$ cat config.mk
export PLATFORM = sky130hd
export DESIGN_NAME = pes_regs
export DESIGN_NICKNAME = d
export VERILOG_FILES = /design/src/shared/pes_pkg.sv /design/src/hdl/pes_w1c_bits.sv /design/src/hdl/pes_regs.sv
export SDC_FILE = /design/constraint.sdc
export NUM_CORES = 1
export LEC_CHECK = 0
export ABC_AREA = 1
export BUFFER_PORTS_ARGS = -buffer_cell sky130_fd_sc_hd__buf_2
export CORE_MARGIN = 5
export CORE_UTILIZATION = 38
export CTS_BUF_LIST = sky130_fd_sc_hd__clkbuf_16
export CTS_CLUSTER_DIAMETER = 30
export CTS_CLUSTER_SIZE = 8
export DETAILED_ROUTE_END_ITERATION = 8
export GPL_ROUTABILITY_DRIVEN = 0
export PLACE_DENSITY = 0.84
export SYNTH_ARGS = -nofsm -noshare
export SYNTH_HDL_FRONTEND = slang
export SYNTH_SLANG_ARGS = --single-unit
$ cat constraint.sdc
create_clock -name clk_in -period 1.42 [get_ports clk_in]
set_input_delay 0.284 -clock clk_in [delete_from_list [all_inputs] [get_ports clk_in]]
set_output_delay 0.284 -clock clk_in [all_outputs]
set_load 0.02 [all_outputs]
$ cat src/shared/pes_pkg.sv
// shared constants and carrier types for the error severity and status register pair
package pes_pkg;

  localparam int          PES_DATA_W         = 32;
  localparam int          PES_ADDR_W         = 12;
  localparam int          PES_BE_W           = PES_DATA_W / 8;

  // configuration space offsets
  localparam logic [11:0] PES_ADDR_SEVERITY  = 12'h10C;
  localparam logic [11:0] PES_ADDR_CORR_STAT = 12'h110;

  // uncorrectable severity register layout
  localparam logic [31:0] PES_SEV_RESET      = 32'h0003_2030;
  localparam logic [31:0] PES_SEV_RW_MASK    = 32'h001F_F030;
  localparam int          PES_SEV_UR         = 20;
  localparam int          PES_SEV_ECRC       = 19;
  localparam int          PES_SEV_MALFORMED  = 18;
  localparam int          PES_SEV_RX_OVFL    = 17;
  localparam int          PES_SEV_UNXP_CPL   = 16;
  localparam int          PES_SEV_CPL_ABORT  = 15;
  localparam int          PES_SEV_CPL_TMO    = 14;
  localparam int          PES_SEV_FLOW_CTRL  = 13;
  localparam int          PES_SEV_POISONED   = 12;
  localparam int          PES_SEV_SURPRISE   = 5;
  localparam int          PES_SEV_LINK_PROTO = 4;

  // correctable status register layout
  localparam logic [31:0] PES_COR_RESET      = 32'h0000_0000;
  localparam logic [31:0] PES_COR_IMPL_MASK  = 32'h0000_31C1;
  localparam int          PES_COR_RX_ERR     = 0;
  localparam int          PES_COR_SYM_TLP    = 6;
  localparam int          PES_COR_SYM_DLLP   = 7;
  localparam int          PES_COR_REPLAY_ROL = 8;
  localparam int          PES_COR_REPLAY_TMO = 12;
  localparam int          PES_COR_ADVISORY   = 13;

  localparam logic [31:0] PES_ZERO_WORD      = 32'h0000_0000;

  // one configuration access, write and read strobes are single-cycle
  typedef struct packed {
    logic                  wr;
    logic                  rd;
    logic [PES_ADDR_W-1:0] addr;
    logic [PES_BE_W-1:0]   be;
    logic [PES_DATA_W-1:0] wdata;
  } pes_cfg_req_t;

  // correctable event sources from link and physical layers, one-cycle pulses
  typedef struct packed {
    logic symbol_error;
    logic rx_dllp;
    logic rx_tlp;
    logic replay_timeout;
    logic replay_rollover;
    logic advisory_nonfatal;
  } pes_corr_evt_t;

endpackage

$ cat src/hdl/pes_w1c_bits.sv
// sticky status bits, set by hardware and cleared by a write of one
module pes_w1c_bits
  import pes_pkg::*;
#(
  parameter int                 WIDTH     = 32,
  parameter logic [WIDTH-1:0]   IMPL_MASK = '1,
  parameter logic [WIDTH-1:0]   RESET_VAL = '0
) (
  input  wire logic             clk_in,
  input  wire logic             rst_in,
  input  wire logic [WIDTH-1:0] set_in,
  input  wire logic [WIDTH-1:0] clr_in,
  output wire logic [WIDTH-1:0] status_out
);

  if (WIDTH < 1) begin : g_bad_width
    $error("pes_w1c_bits: WIDTH must be at least one");
  end

  for (genvar i = 0; i < WIDTH; i++) begin : g_bit
    if (IMPL_MASK[i]) begin : g_impl
      // one flop per bit keeps each output bit to a single driver
      logic bit_reg;
      always_ff @(posedge clk_in or posedge rst_in) begin
        if (rst_in) begin
          bit_reg <= RESET_VAL[i];
        end else if (set_in[i]) begin
          // a detection in the clearing cycle wins
          bit_reg <= 1'b1;
        end else if (clr_in[i]) begin
          bit_reg <= 1'b0;
        end
      end
      assign status_out[i] = bit_reg;
    end else begin : g_rsvd
      assign status_out[i] = 1'b0;
    end
  end

endmodule

$ cat src/hdl/pes_regs.sv
// uncorrectable severity and correctable status registers with error message routing

module pes_regs
  import pes_pkg::*;
#(
  parameter int                   DATA_W = PES_DATA_W,
  parameter int                   ADDR_W = PES_ADDR_W
) (
  input  wire logic               clk_in,
  input  wire logic               rst_in,
  input  wire pes_cfg_req_t       cfg_req_in,
  input  wire logic [DATA_W-1:0]  uerr_evt_in,
  input  wire logic [DATA_W-1:0]  uerr_mask_in,
  input  wire pes_corr_evt_t      corr_evt_in,
  output logic      [DATA_W-1:0]  cfg_rdata_out,
  output logic                    cfg_rvalid_out,
  output logic                    fatal_msg_out,
  output logic                    nonfatal_msg_out,
  output logic      [DATA_W-1:0]  severity_out,
  output logic      [DATA_W-1:0]  corr_status_out
);

  if (DATA_W != PES_DATA_W || ADDR_W != PES_ADDR_W || DATA_W % 8 != 0) begin : g_bad_param
    $error("pes_regs: register layout needs 32-bit data and 12-bit offsets");
  end

  localparam int BE_W = DATA_W / 8;

  logic [DATA_W-1:0] sev_reg;
  logic [DATA_W-1:0] sev_next;
  logic [DATA_W-1:0] byte_mask;
  logic              hit_sev;
  logic              hit_cor;
  logic [DATA_W-1:0] cor_set;
  logic [DATA_W-1:0] cor_clr;
  logic [DATA_W-1:0] cor_status;
  logic [DATA_W-1:0] uerr_live;
  logic              fatal_next;
  logic              nonfatal_next;
  logic [DATA_W-1:0] rdata_next;

  // byte enables widen into a bit mask so partial writes touch only their lanes
  for (genvar b = 0; b < BE_W; b++) begin : g_lane
    assign byte_mask[b*8 +: 8] = {8{cfg_req_in.be[b]}};
  end

  assign hit_sev = (cfg_req_in.addr == PES_ADDR_SEVERITY);
  assign hit_cor = (cfg_req_in.addr == PES_ADDR_CORR_STAT);

  // severity register: only the implemented selectors are writable
  always_comb begin
    sev_next = sev_reg;
    if (cfg_req_in.wr && hit_sev) begin
      sev_next = (sev_reg & ~(byte_mask & PES_SEV_RW_MASK))
               | (cfg_req_in.wdata & byte_mask & PES_SEV_RW_MASK);
    end
    // reserved ranges and the undefined bit 0 are forced low
    sev_next = sev_next & PES_SEV_RW_MASK;
  end

  always_ff @(posedge clk_in or posedge rst_in) begin
    if (rst_in) begin
      sev_reg <= PES_SEV_RESET;
    end else begin
      sev_reg <= sev_next;
    end
  end

  // correctable event decode; a TLP or DLLP symbol error also counts as a receiver error
  always_comb begin
    cor_set                     = PES_ZERO_WORD;
    cor_set[PES_COR_RX_ERR]     = corr_evt_in.symbol_error;
    cor_set[PES_COR_SYM_TLP]    = corr_evt_in.symbol_error && corr_evt_in.rx_tlp;
    cor_set[PES_COR_SYM_DLLP]   = corr_evt_in.symbol_error && corr_evt_in.rx_dllp;
    cor_set[PES_COR_REPLAY_ROL] = corr_evt_in.replay_rollover;
    cor_set[PES_COR_REPLAY_TMO] = corr_evt_in.replay_timeout;
    cor_set[PES_COR_ADVISORY]   = corr_evt_in.advisory_nonfatal;
  end

  // only ones written clear; zeros leave the bit alone
  assign cor_clr = (cfg_req_in.wr && hit_cor) ? (cfg_req_in.wdata & byte_mask)
                                              : PES_ZERO_WORD;

  pes_w1c_bits #(
    .WIDTH     (DATA_W),
    .IMPL_MASK (PES_COR_IMPL_MASK),
    .RESET_VAL (PES_COR_RESET)
  ) u_cor_status (
    .clk_in     (clk_in),
    .rst_in     (rst_in),
    .set_in     (cor_set),
    .clr_in     (cor_clr),
    .status_out (cor_status)
  );

  // masked errors still reach their status bit elsewhere but never a message
  assign uerr_live = uerr_evt_in & ~uerr_mask_in & PES_SEV_RW_MASK;

  // the severity in force at detection picks the message class
  assign fatal_next    = |(uerr_live & sev_reg);
  assign nonfatal_next = |(uerr_live & ~sev_reg);

  always_ff @(posedge clk_in or posedge rst_in) begin
    if (rst_in) begin
      fatal_msg_out    <= 1'b0;
      nonfatal_msg_out <= 1'b0;
    end else begin
      fatal_msg_out    <= fatal_next;
      nonfatal_msg_out <= nonfatal_next;
    end
  end

  // read returns the value before any same-cycle write; unmapped offsets read zero
  always_comb begin
    rdata_next = PES_ZERO_WORD;
    if (hit_sev) begin
      rdata_next = sev_reg;
    end else if (hit_cor) begin
      rdata_next = cor_status;
    end
  end

  always_ff @(posedge clk_in or posedge rst_in) begin
    if (rst_in) begin
      cfg_rdata_out  <= PES_ZERO_WORD;
      cfg_rvalid_out <= 1'b0;
    end else begin
      cfg_rvalid_out <= cfg_req_in.rd;
      if (cfg_req_in.rd) begin
        cfg_rdata_out <= rdata_next;
      end
    end
  end

  assign severity_out    = sev_reg;
  assign corr_status_out = cor_status;
endmodule

# After elaboration in Yosys (flattened, before gate mapping)
# Cells that the tools add are included.
# totals
register_bits,52
latchBits,0
ramBits,0
romBits,0
input_bits,122
elab_cells,49
mem_count,0
# op_classes
n_addsub,0
n_mul,0
div,0
n_lt_le_gt_ge,0
eq_ne,2
shifts,0
n_mux,15
n_bitwise,9
reduce_logical,12
# op_table
operator,n
$and A21 B21 Y21,4
$reduce_or A32 Y1,2
$not A21 Y21,2
$and A21 B32 Y32,1
$mux W32,1
$not A21 Y32,1
$mux W14,2
$eq A12 B9 Y1 const B,2
$or A21 B21 Y21,1
$mux W1,12
$reduce_bool A2 Y1,6
$logic_and A1 B1 Y1,4

# Longest topological paths before layout
# Gate-level depths: netlist of run 1.
# logic_depth
depth_word,5
mapped_depth,8

# By module
# Synthesis of run 1 repeated with hierarchy kept, for this count alone.
# unflattened
hier_cells,473
area_unflattened_um2,3532.1
# by_module_without_submodules
mod,instances,cells_each,area_per_inst_um2
pes_regs,1,409,3044.2
pes_w1c_bits,1,64,488.0

# Worst setup path before layout of run 1
# No wires, ideal clock.
# synth_path
path_type,register to register
startpoint,reg with a tool-made name
endpoint,reg nonfatal_msg_out
setup_time_ns,0.135
t_arrival_ns,0.947
t_required_ns,1.285
setup_slack_ns,0.338
stages_incl_launch_ff,6
n_path_buf,0
period_less_slack_ns,1.082
path_cell_list,dfstp_2 inv_1 nand3b_1 nand3_1 nor2_1 nand4_1
# synth_lines
element,line_no,source
to (signal assigned),pes_regs.sv:109,nonfatal_msg_out <= nonfatal_next;
to (decl),pes_regs.sv:18,"output logic nonfatal_msg_out,"

==> results of run 1 <==
synthesized netlist by cell type, types with 2 or more instances:
library cell	n	area, sq um
nor3b_1	5	37.5
dfrtp_1	30	751
buf_2	5	25.0
nor2_1	12	45.0
nor2_4	4	45.0
nor3_1	8	40.0
nand2_1	90	338
nand3_1	26	130
buf_4	70	526
dfstp_2	5	131
nand4_1	21	131
nand2_2	3	18.8
inv_1	36	135
nand3b_1	5	37.5
buf_6	2	22.5
final timing paths:
check                           slack [ps]  cells after the start                           from                                           endpoint
min in group clk_in                    190                      3                 corr_evt_in[2]  u_cor_status.g_bit[12].g_impl.bit_reg$_DFFE_PP0P_
worst max-delay path                   100                      1                           flop                                   severity_out[13]
worst min-delay path                   110                      3                         rst_in   u_cor_status.g_bit[6].g_impl.bit_reg$_DFFE_PP0P_
worst min register to register         470                      2  cfg_rdata_out[13]$_DFFE_PP0P_                      cfg_rdata_out[13]$_DFFE_PP0P_
max in group asynchronous              980                      3                         rst_in                         asynchronous set/reset pin
worst max register to register         270                      5                           flop                         nonfatal_msg_out$_DFF_PP0_
routing by layer:
metal  vias up  wire [um]  GRT usage (%)
li1       1084          -              -
met1       992       2360           16.7
met2       105       3200           25.1
met3        10        671           5.76
met4         0        100           6.08
met5         -          0              0
power breakdown:
| part | switching, uW | internal (uW) | leakage (uW) |
|---|---|---|---|
| Combinational | 283 | 96.0 | 0.00124 |
| Sequential | 1.81 | 1000 | 0.000432 |
| Clock | 363 | 629 | 0.0000701 |
| Total | 648 | 1730 | 0.00174 |
layout by cell type, fill, tap and decap left out:
cell type  netlist  layout
buf_2            5      96
nand3b_1         5       5
dfstp_2          5       5
dfrtp_1         30      30
nand2_1         90      90
nand3_1         26      26
nand4_1         21      21
nor3_1           8       8
clkinv_1         0       2
inv_1           36      37
nor3_2           1       1
nor3b_1          5       5
nor2_1          12      12
nand2_2          3       3
buf_4           70       5
conb_1           1      64
nor2_4           4       4
buf_12           0       1
and2_0           1       1
clkbuf_16        0       5
logic make-up after synthesis:
logic type    count (synthesis)
buf+inv                     115
other cells                   1
simple gates                176
flops                        35
layout make-up:
type | instances | area, sq um
fill | 663 | 3450
multi-input combinational | 240 | 1080
sequential | 35 | 882
timing repair buffer | 102 | 538
inverter | 36 | 135
clock buffer | 5 | 125
tap | 77 | 96.3
clock inverter | 3 | 11.3
metrics by stage:
| stage | power (uW) | setup slack [ps] |
|---|---|---|
| 2_1_floorplan | 1410 | 338 |
| 4_1_cts | 2390 | 90.9 |
| 3_3_place_gp | 1390 | 94.8 |
| 3_5_place_dp | 1400 | 73.5 |
| 6_report | 2380 | 98.0 |
| 5_1_grt | 2490 | 61.9 |
==> metrics.cfg, run 1 <==
[setup_path]
slowest_stage = dfstp_2
crit_path_max_incr_delay_ps = 580
crit_chain = buf_2
critPathBufInv = 1
cp-start-kind = flop
arrival_ps = 1040
crit_family = flip-flops
end_kind = output port
critical_path_class = reg2out
crit_required_ps = 1140
crit_fanout = 5

[die]
fp.dieW_um = 90.2
core-area_sq_mm = 0.00631
die-area_sq_mm = 0.00813
std_cell_rows = 29
io_pins = 221
start_util_pct = 38.7
dieHeight_um = 90.2

[synthesis]
synthFlopType = dfrtp_1
synthAdderAreaFrac_pct = 0
synthCells = 327
synth_enable_flop_cells = 0
synth-seq-cells = 35
synth.distinct_cells = 20
synth_area_sq_mm = 0.00244
synth_compound_area_share_pct = 0
synth.mux.area_fraction_pct = 0
synth_top_family_by_area = simple AND/OR/NAND/NOR gates
yosys_warnings = 0
async_flop_share_pct = 100
synth-simple-area-share_pct = 34.4
avgSynthCellArea_sq_um = 7.47
yosys.area_share.xor_xnor_pct = 0
ys_seq_area_share_pct = 36.1

[drt]
drt_wl_total_mm = 6.33
firstDrtPassIters = 4
drc = 0
dr_total_vias = 2191
vias_per_cell = 4.40
drtAntennaViolNets = 0
drt_iter0_markers = 60
post_drt_wl_per_cell_um = 12.7

[placed_design]
dp_cells = 490
dpl_cell_area_sq_mm = 0.00273
io_buffers = 96
dpl.hpwl_mm = 5.22

[final_layout]
final_cell_count_no_fill = 498
syn_to_final_growth_pct = 17.4
final_nets = 542
final_util_pct = 45.4
stdcell_area_sq_mm = 0.00287
drive_gt1_share_pct = 28.5
n_antenna_cell = 0

[timing]
hold_slack_ps = 106
setup_violations = 0
fin_crit_ps = 1320
fmax_mhz = 756
hold_viol = 0
rsz0062_at_grt = no
setup_tns_ps = 0
fin_crit_sh_pct = 93.1
fin_skew_ps = 6.64
drv_slew = 0

[hold_path]
hold_path_class = in2async

[clocking]
numCtsBuffers = 5
cts_tree = done
htree_levels = 2
ctsHoldBuffers = 0
cts_resized = 0
clock_path_buffers = 2
root_buffer = clkbuf_16
clk_latency_ps = 270
clk_pin_slew_worst_paths_ps = 50
clock-sinks = 35
post-cts-setup-buffer-count = 0

[global_routing]
antenna_found_initial = 0
gr-total-overflow = 0
grt_pass1_wl_mm = 10.0
track_usage_pct = 14.9
grt_max_degree = 36
grt_pass1_vias = 2108

[power]
ir_drop_uv = 648
power.leakage_uw = 0.00174
power.density_mw_per_mm2 = 829

[job]
cap_viol_max_count = 0

[status]
status = finished, final reports clean

Note: power is estimated with default switching activity, not from simulation.
==> inputs of run 2 (changes only) <==
--- a/config.mk
+++ b/config.mk
@@ -7,6 +7,7 @@
 export LEC_CHECK = 0
 export ABC_AREA = 1
 export BUFFER_PORTS_ARGS = -buffer_cell sky130_fd_sc_hd__buf_2
+export CORE_ASPECT_RATIO = 0.7
 export CORE_MARGIN = 5
 export CORE_UTILIZATION = 38
 export CTS_BUF_LIST = sky130_fd_sc_hd__clkbuf_16
==> run 2 against run 1 <==
Compared with the run above:
- core utilization increased by 0.67 points
- fmax grew 0.69%
- setup slack improved by 9.0 ps
- clock skew down 5.0 ps
- sequential power is essentially flat
- count of clock-buffer cells in the layout did not move
- design area increased by 0.39%
- critical path depth did not move
- largest cell class unchanged
- largest power group is now clock
==> metrics.cfg, run 2 (synthesis results as in run 1) <==
[global_routing]
gr-total-overflow = 0  ; unchanged
antenna_found_initial = 0  ; unchanged
grt_pass1_wl_mm = 10.5  ; was 10.0 mm
grt_pass1_vias = 2159  ; was 2,108
grt_max_degree = 36  ; unchanged
track_usage_pct = 15.8  ; was 14.9%

[setup_path]
critPathBufInv = 1  ; unchanged
cp_num_cells = 1  ; unchanged
crit_chain = buf_2  ; unchanged
rrSetupSlack_ps = 300  ; was 270 ps
crit_path_max_incr_delay_ps = 580  ; about the same
reg2reg_to = nonfatal_msg_out$_DFF_PP0_  ; unchanged
reg2reg_depth = 5  ; unchanged
crit_end = severity_out[4]  ; was severity_out[13]
critical_path_class = reg2out  ; unchanged
slowest_stage = dfstp_2  ; unchanged
arrival_ps = 1030  ; was 1040 ps
end_kind = output port  ; unchanged
crit_family = flip-flops  ; unchanged
crit_required_ps = 1140  ; about the same
cp-start-kind = flop  ; unchanged
crit_fanout = 4  ; was 5

[power]
power.density_mw_per_mm2 = 906  ; was 829 mW/mm^2
p_clk_share_pct = 47.0  ; was 41.8%
power.leakage_uw = 0.00174  ; about the same
p_comb_share_pct = 14.5  ; was 16.0%
power_uw = 2610  ; was 2380 uW
switching_share_pct = 26.4  ; was 27.3%
ir_drop_uv = 450  ; was 648 uV
power.internal_uw = 1920  ; was 1730 uW
p_seq_share_pct = 38.5  ; was 42.3%
power_switching_uw = 688  ; was 648 uW

[clocking]
numCtsBuffers = 5  ; unchanged
htree_levels = 2  ; unchanged
ctsHoldBuffers = 0  ; unchanged
clock-sinks = 35  ; unchanged
root_buffer = clkbuf_16  ; unchanged
clk_pin_slew_worst_paths_ps = 60  ; was 50 ps
cts_tree = done  ; unchanged
clock_path_buffers = 2  ; unchanged
clk_latency_ps = 270  ; about the same
post-cts-setup-buffer-count = 0  ; unchanged
cts_resized = 0  ; unchanged

[die]
core-area_sq_mm = 0.00625  ; was 0.00631 sq mm
die-area_sq_mm = 0.00816  ; was 0.00813 sq mm
dieHeight_um = 77.1  ; was 90.2 um
start_util_pct = 39.1  ; was 38.7%
std_cell_rows = 24  ; was 29
fp.dieW_um = 106  ; was 90.2 um
io_pins = 221  ; unchanged

[drt]
wl_met2_mm = 3.26  ; was 3.20 mm
post_drt_wl_per_cell_um = 13.1  ; was 12.7 um
firstDrtPassIters = 4  ; unchanged
drt_wl_total_mm = 6.50  ; was 6.33 mm
dr_total_vias = 2147  ; was 2,191
wl_met1_mm = 2.68  ; was 2.36 mm
highest_layer = met4  ; unchanged
route.met3.wl_um = 536  ; was 671 um
drt_iter0_markers = 101  ; was 60
vias_per_cell = 4.33  ; was 4.40
drtAntennaViolNets = 0  ; unchanged
drc = 0  ; unchanged

[final_layout]
drive_gt1_share_pct = 28.7  ; was 28.5%
n_antenna_cell = 0  ; unchanged
final_common_cell = buf_2  ; unchanged
stdcell_area_sq_mm = 0.00288  ; was 0.00287 sq mm
final_nets = 539  ; was 542
final_cell_mix = 96 x buf_2, 90 x nand2_1, 64 x conb_1  ; unchanged
syn_to_final_growth_pct = 17.9  ; was 17.4%

[job]
cap_viol_max_count = 0  ; unchanged

[timing]
setup_violations = 0  ; unchanged
hold_viol = 0  ; unchanged
fmax_mhz = 762  ; was 756 MHz
hold_slack_ps = 114  ; was 106 ps
rsz0062_at_grt = no  ; unchanged
drv_slew = 0  ; unchanged
fin_crit_sh_pct = 92.5  ; was 93.1%
setup_tns_ps = 0  ; unchanged
fin_skew_ps = 1.60  ; was 6.64 ps
fin_crit_ps = 1310  ; was 1320 ps
fin_ws_ps = 107  ; was 98.0 ps

[placed_design]
dpl_cell_area_sq_mm = 0.00271  ; was 0.00273 sq mm
dpl.hpwl_mm = 5.42  ; was 5.22 mm
io_buffers = 96  ; unchanged
post-place-ws_ps = 18.7  ; was 73.5 ps

[hold_path]
hold_path_class = in2async  ; unchanged

[status]
status = finished, final reports clean  ; unchanged

-- run 2: cell count changes in the layout (fill, tap and decap cells not counted), sizes merged --
cell    delta
bufinv     +1
inv        -1
buf        -3
-- run 2: cell type report --
| cell class | count | area [sq um] |
|---|---|---|
| Tap cell | 78 | 97.6 |
| Multi-Input combinational cell | 240 | 1080 |
| Fill cell | 640 | 3370 |
| Sequential cell | 35 | 882 |
| Inverter | 36 | 135 |
| Timing Repair Buffer | 99 | 515 |
| Clock buffer | 5 | 125 |
| Clock inverter | 3 | 43.8 |
-- run 2: metrics by stage --
stage          cells  utilization (%)
6_report         496             46.1
5_1_grt          496             46.1
4_1_cts          496             46.1
3_5_place_dp     488             43.4
3_3_place_gp     488             43.4
2_1_floorplan    390                -
-- run 2: worst min path at each step --
stage	endpoint	slack (ps)	depth (start not counted)
2_1_floorplan	cfg_rvalid_out$_DFF_PP0_	320	0
3_3_place_gp	cfg_rdata_out[7]$_DFFE_PP0P_	400	3
3_5_place_dp	cfg_rdata_out[8]$_DFFE_PP0P_	420	3
4_1_cts	cfg_rdata_out[8]$_DFFE_PP0P_	130	3
5_1_grt	cfg_rdata_out[8]$_DFFE_PP0P_	160	3
6_report	cfg_rdata_out[0]$_DFFE_PP0P_	110	3
-- run 2: layer usage --
layer  global-route usage (%)  vias up
li1                         -     1079
met1                     20.1      985
met2                     26.4       81
met3                     4.61        2
met4                     4.01        0
met5                        0        -
-- run 2: power by group through the flow --
stage	Sequential (uW)	Clock [uW]	Combinational, uW
after floorplan	1030	0	381
after global placement	1020	0	362
after detailed placement	1020	0	372
after CTS	1000	1250	373
after global routing	1000	1300	417
final	1000	1230	378
